==> config.mk <==
export PLATFORM = sky130hd
export DESIGN_NAME = dma_event_flags
export DESIGN_NICKNAME = d
export VERILOG_FILES = /design/src/shared/dma_event_pkg.sv /design/src/shared/chan_if.sv /design/src/hw/chan_event_unit.sv /design/src/hw/dma_event_flags.sv
export SDC_FILE = /design/constraint.sdc
export NUM_CORES = 1
export LEC_CHECK = 0
export ABC_AREA = 0
export BUFFER_PORTS_ARGS = -buffer_cell sky130_fd_sc_hd__buf_2
export CAP_MARGIN = 20
export CORE_UTILIZATION = 47
export CTS_CLUSTER_SIZE = 30
export DETAILED_ROUTE_END_ITERATION = 10
export PLACE_DENSITY = 0.88
export SETUP_SLACK_MARGIN = 0.15
export SLEW_MARGIN = 20
export SYNTH_ARGS = -nofsm -noshare
export SYNTH_HDL_FRONTEND = slang
export SYNTH_SLANG_ARGS = --single-unit
==> constraint.sdc <==
create_clock -name sys_clk -period 3.84 [get_ports sys_clk]
set_input_delay 0.384 -clock sys_clk [delete_from_list [all_inputs] [get_ports sys_clk]]
set_output_delay 0.384 -clock sys_clk [all_outputs]
set_load 0.05 [all_outputs]
==> src/shared/dma_event_pkg.sv <==
// constants for the dma event flag and request selector block
// assumes a 32-bit ahb-lite style register port and one system clock
package dma_event_pkg;

  // channel count and register map
  localparam int NUM_CHANNELS = 8;
  localparam int BITS_PER_CHANNEL = 4;
  localparam logic [31:0] DMA_BASE_ADDR = 32'hA000_0000;
  localparam logic [7:0] STATUS_OFFSET = 8'h00;
  localparam logic [7:0] CLEAR_OFFSET = 8'h04;
  localparam logic [31:0] STATUS_RESET = 32'h0000_0000;
  localparam logic [31:0] CLEAR_RESET = 32'h0000_0000;
  localparam logic [31:0] READ_ZERO = 32'h0000_0000;

  // field positions inside one channel nibble
  localparam int FLAG_GLOBAL = 0;
  localparam int FLAG_COMPLETE = 1;
  localparam int FLAG_HALF = 2;
  localparam int FLAG_ERROR = 3;

  // bus encodings
  localparam logic [2:0] HSIZE_WORD = 3'h2;
  localparam int HTRANS_ACTIVE_BIT = 1;
  localparam logic HRESP_OKAY = 1'b0;
  localparam logic HRESP_ERROR = 1'b1;

  // bus response states
  typedef enum logic [2:0] {
    BUS_IDLE = 3'b001,
    BUS_ERR_FIRST = 3'b010,
    BUS_ERR_LAST = 3'b100
  } bus_state_t;

endpackage
==> src/shared/chan_if.sv <==
// signals between the register block and one channel event unit
// assumes both ends share sys_clk
`timescale 1ns/1ps
interface chan_if;
  logic half_point_event;
  logic complete_event;
  logic error_event;
  logic [3:0] clear_bits;
  logic half_point_irq_enable;
  logic complete_irq_enable;
  logic error_irq_enable;
  logic adc_select;
  logic periph_req;
  logic adc_req;
  logic [3:0] flags;
  logic irq;
  logic disable_pulse;
  logic request;

  modport top (
    output half_point_event, complete_event, error_event, clear_bits,
    output half_point_irq_enable, complete_irq_enable, error_irq_enable,
    output adc_select, periph_req, adc_req,
    input flags, irq, disable_pulse, request
  );

  modport unit (
    input half_point_event, complete_event, error_event, clear_bits,
    input half_point_irq_enable, complete_irq_enable, error_irq_enable,
    input adc_select, periph_req, adc_req,
    output flags, irq, disable_pulse, request
  );
endinterface

==> src/hw/chan_event_unit.sv <==
// one channel: sticky event flags, gated interrupt, request select
// assumes events and requests come from logic on sys_clk
`timescale 1ns/1ps
module chan_event_unit
  import dma_event_pkg::*;
(
  // clock and synchronised reset
  input wire logic sys_clk,
  input wire logic rst_n,
  // channel link to the register block
  chan_if.unit port
);

  typedef struct packed {
    logic complete;
    logic half;
    logic error;
    logic any_event;
    logic irq;
    logic disable_pulse;
    logic request;
  } unit_state_t;

  unit_state_t state_reg;
  unit_state_t state_next;

  logic clr_all;

  always_comb begin
    state_next = state_reg;
    clr_all = port.clear_bits[FLAG_GLOBAL];
    // set wins over clear; zero bits leave flags alone unless the global bit is one
    state_next.complete = (state_reg.complete & ~(clr_all | port.clear_bits[FLAG_COMPLETE]))
      | port.complete_event;
    state_next.half = (state_reg.half & ~(clr_all | port.clear_bits[FLAG_HALF]))
      | port.half_point_event;
    state_next.error = (state_reg.error & ~(clr_all | port.clear_bits[FLAG_ERROR]))
      | port.error_event;
    state_next.any_event = state_next.complete | state_next.half | state_next.error;
    state_next.irq = (state_next.complete & port.complete_irq_enable)
      | (state_next.half & port.half_point_irq_enable)
      | (state_next.error & port.error_irq_enable);
    // drop the channel enable on a transfer error
    state_next.disable_pulse = port.error_event;
    state_next.request = port.adc_select ? port.adc_req : port.periph_req;
  end

  always_ff @(posedge sys_clk or negedge rst_n) begin
    if (!rst_n) begin
      state_reg <= '0;
    end else begin
      state_reg <= state_next;
    end
  end

  assign port.flags = {state_reg.error, state_reg.half, state_reg.complete, state_reg.any_event};
  assign port.irq = state_reg.irq;
  assign port.disable_pulse = state_reg.disable_pulse;
  assign port.request = state_reg.request;

endmodule

==> src/hw/dma_event_flags.sv <==
// dma event flags, clear register and per-channel request selector
// assumes a 32-bit ahb-lite register port; events come from the
// transfer engine and requests from peripherals, all on sys_clk
//
// Behaviour
// - three events per channel: half, complete, error
// - interrupt only when flag and its enable set
// - eight peripheral requests muxed with converter request
// - per-channel select: peripheral or converter request
// - base 0xA0000000, status 0x00, clear 0x04
// - status read-only, clear write-only, reset zero
// - channel 0 flags at bits 0 to 3
// - channel 1 flags at bits 4 to 7
// - channel 2 flags at bits 8 to 11
// - hardware sets flags, writing one clears them
// - global flag is or of channel flags
// - error bit 11; four bits per channel onward
// - error clears channel enable; interrupt if enabled
`timescale 1ns/1ps
module dma_event_flags
  import dma_event_pkg::*;
#(
  parameter int CHANNELS = NUM_CHANNELS
)
(
  // clock and reset
  input wire logic sys_clk,
  input wire logic reset_n,
  // register port
  input wire logic hsel,
  input wire logic [31:0] haddr,
  input wire logic [1:0] htrans,
  input wire logic hwrite,
  input wire logic [2:0] hsize,
  input wire logic hready,
  input wire logic [31:0] hwdata,
  output logic [31:0] hrdata,
  output logic hreadyout,
  output logic hresp,
  // channel events from the transfer engine
  input wire logic [CHANNELS-1:0] half_point_event,
  input wire logic [CHANNELS-1:0] complete_event,
  input wire logic [CHANNELS-1:0] error_event,
  // channel configuration bits
  input wire logic [CHANNELS-1:0] half_point_irq_enable,
  input wire logic [CHANNELS-1:0] complete_irq_enable,
  input wire logic [CHANNELS-1:0] error_irq_enable,
  input wire logic [CHANNELS-1:0] adc_select,
  output logic [CHANNELS-1:0] channel_enable_clear,
  // requests
  input wire logic [CHANNELS-1:0] periph_req,
  input wire logic adc_req,
  output logic [CHANNELS-1:0] channel_request,
  // interrupts
  output logic [CHANNELS-1:0] channel_irq
);

  typedef struct packed {
    bus_state_t bus;
    logic [31:0] rdata;
    logic hreadyout;
    logic hresp;
    logic clear_write;
  } bus_regs_t;

  bus_regs_t state_reg;
  bus_regs_t state_next;

  logic [1:0] rst_sync_reg;
  logic rst_n;

  logic [31:0] status_word;
  logic [31:0] clear_word;
  logic accept;
  logic [7:0] offset;

  // reset release through two flops
  always_ff @(posedge sys_clk or negedge reset_n) begin
    if (!reset_n) begin
      rst_sync_reg <= 2'h0;
    end else begin
      rst_sync_reg <= {rst_sync_reg[0], 1'b1};
    end
  end

  assign rst_n = rst_sync_reg[1];

  // write data lands in the data phase after the address phase
  assign clear_word = state_reg.clear_write ? hwdata : CLEAR_RESET;

  // per-channel units and status packing
  genvar ch;
  generate
    for (ch = 0; ch < 8; ch++) begin : g_chan
      if (ch < CHANNELS) begin : g_used
        chan_if cif();

        assign cif.half_point_event = half_point_event[ch];
        assign cif.complete_event = complete_event[ch];
        assign cif.error_event = error_event[ch];
        assign cif.clear_bits = clear_word[ch*BITS_PER_CHANNEL +: BITS_PER_CHANNEL];
        assign cif.half_point_irq_enable = half_point_irq_enable[ch];
        assign cif.complete_irq_enable = complete_irq_enable[ch];
        assign cif.error_irq_enable = error_irq_enable[ch];
        assign cif.adc_select = adc_select[ch];
        assign cif.periph_req = periph_req[ch];
        assign cif.adc_req = adc_req;

        chan_event_unit u_unit (
          .sys_clk(sys_clk),
          .rst_n(rst_n),
          .port(cif.unit)
        );

        // nibble per channel: global, complete, half, error
        assign status_word[ch*BITS_PER_CHANNEL +: BITS_PER_CHANNEL] = cif.flags;
        assign channel_irq[ch] = cif.irq;
        assign channel_enable_clear[ch] = cif.disable_pulse;
        assign channel_request[ch] = cif.request;
      end else begin : g_unused
        assign status_word[ch*BITS_PER_CHANNEL +: BITS_PER_CHANNEL] = 4'h0;
      end
    end
  endgenerate

  assign accept = hsel & htrans[HTRANS_ACTIVE_BIT] & hready;
  assign offset = haddr[7:0];

  always_comb begin
    state_next = state_reg;
    state_next.clear_write = 1'b0;
    state_next.rdata = READ_ZERO;
    unique case (state_reg.bus)
      BUS_IDLE: begin
        state_next.hreadyout = 1'b1;
        state_next.hresp = HRESP_OKAY;
      end
      BUS_ERR_FIRST: begin
        // second error cycle completes the transfer
        state_next.bus = BUS_ERR_LAST;
        state_next.hreadyout = 1'b1;
        state_next.hresp = HRESP_ERROR;
      end
      BUS_ERR_LAST: begin
        state_next.bus = BUS_IDLE;
        state_next.hreadyout = 1'b1;
        state_next.hresp = HRESP_OKAY;
      end
      default: begin
        state_next.bus = BUS_IDLE;
        state_next.hreadyout = 1'b1;
        state_next.hresp = HRESP_OKAY;
      end
    endcase
    // address phase decode, not during the first error cycle
    if (accept && state_reg.bus != BUS_ERR_FIRST) begin
      if (hsize != HSIZE_WORD) begin
        // any size other than word: two-cycle error answer
        state_next.bus = BUS_ERR_FIRST;
        state_next.hreadyout = 1'b0;
        state_next.hresp = HRESP_ERROR;
      end else begin
        state_next.bus = BUS_IDLE;
        state_next.hreadyout = 1'b1;
        state_next.hresp = HRESP_OKAY;
        // clear register only takes writes; status only reads
        state_next.clear_write = hwrite && (offset == CLEAR_OFFSET);
        if (!hwrite && offset == STATUS_OFFSET) begin
          state_next.rdata = status_word;
        end
      end
    end
  end

  always_ff @(posedge sys_clk or negedge rst_n) begin
    if (!rst_n) begin
      state_reg.bus <= BUS_IDLE;
      state_reg.rdata <= STATUS_RESET;
      state_reg.hreadyout <= 1'b1;
      state_reg.hresp <= HRESP_OKAY;
      state_reg.clear_write <= 1'b0;
    end else begin
      state_reg <= state_next;
    end
  end

  assign hrdata = state_reg.rdata;
  assign hreadyout = state_reg.hreadyout;
  assign hresp = state_reg.hresp;

endmodule

# Word level (Yosys, flattened, before mapping)
# Cells that the tools add are included.
# totals
reg_bits	96
in_bits	139
output_inout_bits	58
elab_cells	244
# classes
n_eq_ne	6
n_mux	17
bitwise_logic	154
reduce_logical	5
# ops
op	count
$mux W32	3
$or A1 B1 Y1	80
$and A1 B1 Y1	50
$mux W38	1
$not A1 Y1	24
$mux W1	10
$eq A8 B3 Y1 const B	1
$logic_not A8 Y1	1
$ne A3 B2 Y1 const B	2
$pmux W3 S2	1
$mux W2	2
$eq A3 B1 Y1 const B	1
$eq A3 B2 Y1 const B	1
$logic_and A1 B1 Y1	3
$ne A2 B2 Y1 const B	1
$logic_not A1 Y1	1

# Logic depth before layout (Yosys ltp)
# depth
word_depth	8
mapped_depth	5
depth_no_buf	3

# By module
# A second synthesis with hierarchy kept.
# hier_totals
hier_cells	356
area_unflattened_um2	4214.0
# modules_own_cells
mod	instances	cells_per_inst	area_per_inst_um2
dma_event_flags	1	196	2122.0
chan_event_unit	8	20	261.5

# Worst setup path before layout
# No wires, ideal clock.
# synth_path
kind	in2reg
start	in haddr[5]
end	reg state_reg, in the netlist hrdata[0]
setup_ns	0.096
arrival_ns	1.223
required_ns	3.744
path_slack_ns	2.522
path_stages	5
n_path_buf	2
path_cell_list	nor4_1 -> nand2b_1 -> buf_2 -> buf_2 -> nor4_2
# synth_lines
item	line_no	source
start, declared	dma_event_flags.sv:31	input wire logic [31:0] haddr,
end signal, assigned	dma_event_flags.sv:183	state_reg <= state_next;
end, declared	dma_event_flags.sv:66	bus_regs_t state_reg;

==> summary.txt <==
Clocking
  – CTS tree: built
  – Cts bufs inserted: 9
  – Resized cells post-CTS: 0
  – Clock H-tree levels: 3
  – Post-CTS Hold Buffers: 1
  – # Post-CTS Setup Buffers: 0
  – Worst-case clock buffer depth: 2
  – Clock tree root buffer cell: clkbuf_8
  – Clk sinks: 96
  – Worst-path clk slew: 100 ps
  – Clk_lat worst skew: 350 ps

Synth
  – Cell variety after synth: 27
  – Most frequent cell after synthesis: dfrtp_1
  – EDFF count, synth: 0
  – Yosys reg bits: 96
  – Main area contributors after synthesis: dfrtp_1 56%, buf_4 11%, nor4_2 8.7%
  – Top post-synthesis cells by count: 94 x dfrtp_1, 62 x buf_4, 41 x inv_1, 29 x nor4_2
  – Syn avg cell area: 11.88 sq um
  – Post-synth top area cell: dfrtp_1
  – Cell Area, Synth: 4180 sq um
  – Syn nets: 491
  – Yosys warns: 0
  – Seq/Total Area, Yosys: 0.5753
  – Mapped Cells: 352
  – Post-synth ARST share: 1.000
  – Most used DFF post-synth: dfrtp_1
  – Share of the synthesized area in the top cell type: 0.5627

STA
  – Final hold vios: 0
  – Slew margin rel.: 0.3262
  – Pins Over Slew Limit: 0
  – Final period utilization: 0.5469
  – Finish-stage setup viols: 0
  – Fin crit period: 2100 ps
  – Fmax: 476.1 MHz
  – Slew @ Worst Pin: 1011 ps
  – Skew final: 15.63 ps
  – Setup TNS: 0 ps
  – RSZ-0062 raised after global routing: false

GRT
  – Initial antenna violation count: 0
  – GRT overflow: 0
  – GRT Total Usage: 0.1714
  – Vias in the first global route: 2675
  – Largest net degree at the start of global routing: 63
  – First-pass GRT wire length: 11.87 mm

Power and ir drop
  – Net Sw Power: 466.0 uW
  – Leak Pwr: 2.488 nW
  – Clock power frac: 0.342
  – Combinational share of power: 0.096
  – VDD IR-drop max: 0.2140 mV
  – Sw Ratio: 0.2508
  – Power per Cell Area: 378.4 nW/um^2
  – Cell Int Power: 1.392 mW
  – Register share of total power: 0.561

Die
  – I/O pins: 197
  – Die height: 96.31 um
  – Die X: 96.31 um
  – Core footprint: 8678 sq um
  – FP Rows: 34
  – Die area: 9276 sq um
  – Initial core utilization: 0.4817

Placement
  – DP HPWL: 5.788 mm
  – IO Port Bufs: 171
  – GPL Wtd Cong: 0.8573

Detailed routing
  – Routed WL: 7.953 mm
  – Vias/cell: 5.000
  – Average wire per standard cell: 13.71 um
  – Drc violations: 0
  – Via count: 2900
  – 1st-pass router iterations: 4
  – Antenna viol nets, final: 0
  – DR iter-0 viols: 65

Critical path
  – CP Class: reg -> reg
  – Slowest Stage Delay on Critical Path: 750 ps
  – CP max stage cell: nand3_2
  – Worst endpoint data arrival time: 2330 ps
  – Worst setup EP type: flip-flop
  – Required time of the critical path: 4070 ps
  – Worst R2R Setup Slack: 1740 ps
  – CP startpoint kind: flip-flop
  – Crit path cell chain: or3b_1, nand3_2, nor4_1
  – Worst Path Max Fanout: 33

Layout
  – Area Overhead vs Synth: 17.42%
  – Antenna fix cells: 0
  – Nets: 606
  – Share of layout cells above drive strength 1: 0.4958
  – Core Util, Final: 0.5656

Worst hold path
  – Worst hold path type: in -> reg

Status
  – Status: finished clean

Job
  – Max_cap viols: 0
-- cells in the final DEF (no fill, tap or decap), types with 11 or more instances in the layout --
cell,Yosys,final
dfrtp_1,94,93
a21o_1,16,16
buf_2,5,171
nor4_2,29,29
clkbuf_8,0,12
inv_1,41,41
nor2_1,11,11
o21ai_0,16,16
a31oi_1,16,16
-- cells by family (layout without fill, tap and decap cells) --
kind of cell / Yosys count / in the layout / synth area share
flip-flops: 96 / 96 / 0.5753
other: 1 / 1 / 0.0008971
buffers and inverters: 111 / 231 / 0.1568
AND/OR/NAND/NOR: 72 / 72 / 0.1449
multiplexers: 8 / 8 / 0.02155
AO/OA/AOI/OAI: 64 / 64 / 0.1006
-- power groups by stage --
stage	logic (mW)	clock network (mW)	registers, mW
2_1_floorplan	0.108	0	1.07
3_3_place_gp	0.174	0	1.06
3_5_place_dp	0.179	0	1.06
4_1_cts	0.181	0.657	1.04
5_1_grt	0.194	0.708	1.05
6_report	0.179	0.636	1.04
-- worst max-delay path: cells and delay by family, from the launching register on --
| kind | cells | cell delay (ps) |
|---|---|---|
| and+or+nand+nor | 3 | 1450 |
| DFF | 1 | 520 |
-- per-stage QoR --
step           setup WS (ps)  instance area, sq um  hold slack [ps]  power (mW)  instances
3_3_place_gp            1669                  4683            169.0       1.238        562
2_1_floorplan          971.4                  4180            88.41       1.176        352
6_report                1740                  4908            149.4       1.858        580
4_1_cts                 1718                  4893            134.6       1.882        579
3_5_place_dp            1623                  4683            170.1       1.244        562
5_1_grt                 1571                  4908            120.6       1.951        580
-- area by class of cell --
class	count	area [sq um]
repair buffers	174	888.4
flip-flops and latches	96	2409
multi-input cells	145	1122
well taps	108	135.1
clock buffers	12	165.2
inverters	41	153.9
clock inverters	4	35.03
fillers	740	3770
-- metal layers --
metal	global-route usage	wire, um	vias to the layer above
met1	0.1921	3181	1403
met3	0.05371	477	11
met4	0.05147	133	0
li1	-	-	1369
met2	0.3103	4161	117
met5	0	0	-
-- worst paths after layout --
path                                  from                                          to  cells after the start
setup / recovery             state_reg[35]                                  hrdata[13]                      3
hold / removal              error_event[4]  g_chan[4].g_used.u_unit.port.disable_pulse                      1
setup reg to reg             state_reg[35]                                  hrdata[13]                      3
hold reg to reg            rst_sync_reg[0]                             rst_sync_reg[1]                      0
max in group asynchronous  rst_sync_reg[1]                                   hreadyout                      1
min in group asynchronous          reset_n                             rst_sync_reg[1]                      2
Power figures use the tool's default switching activity.
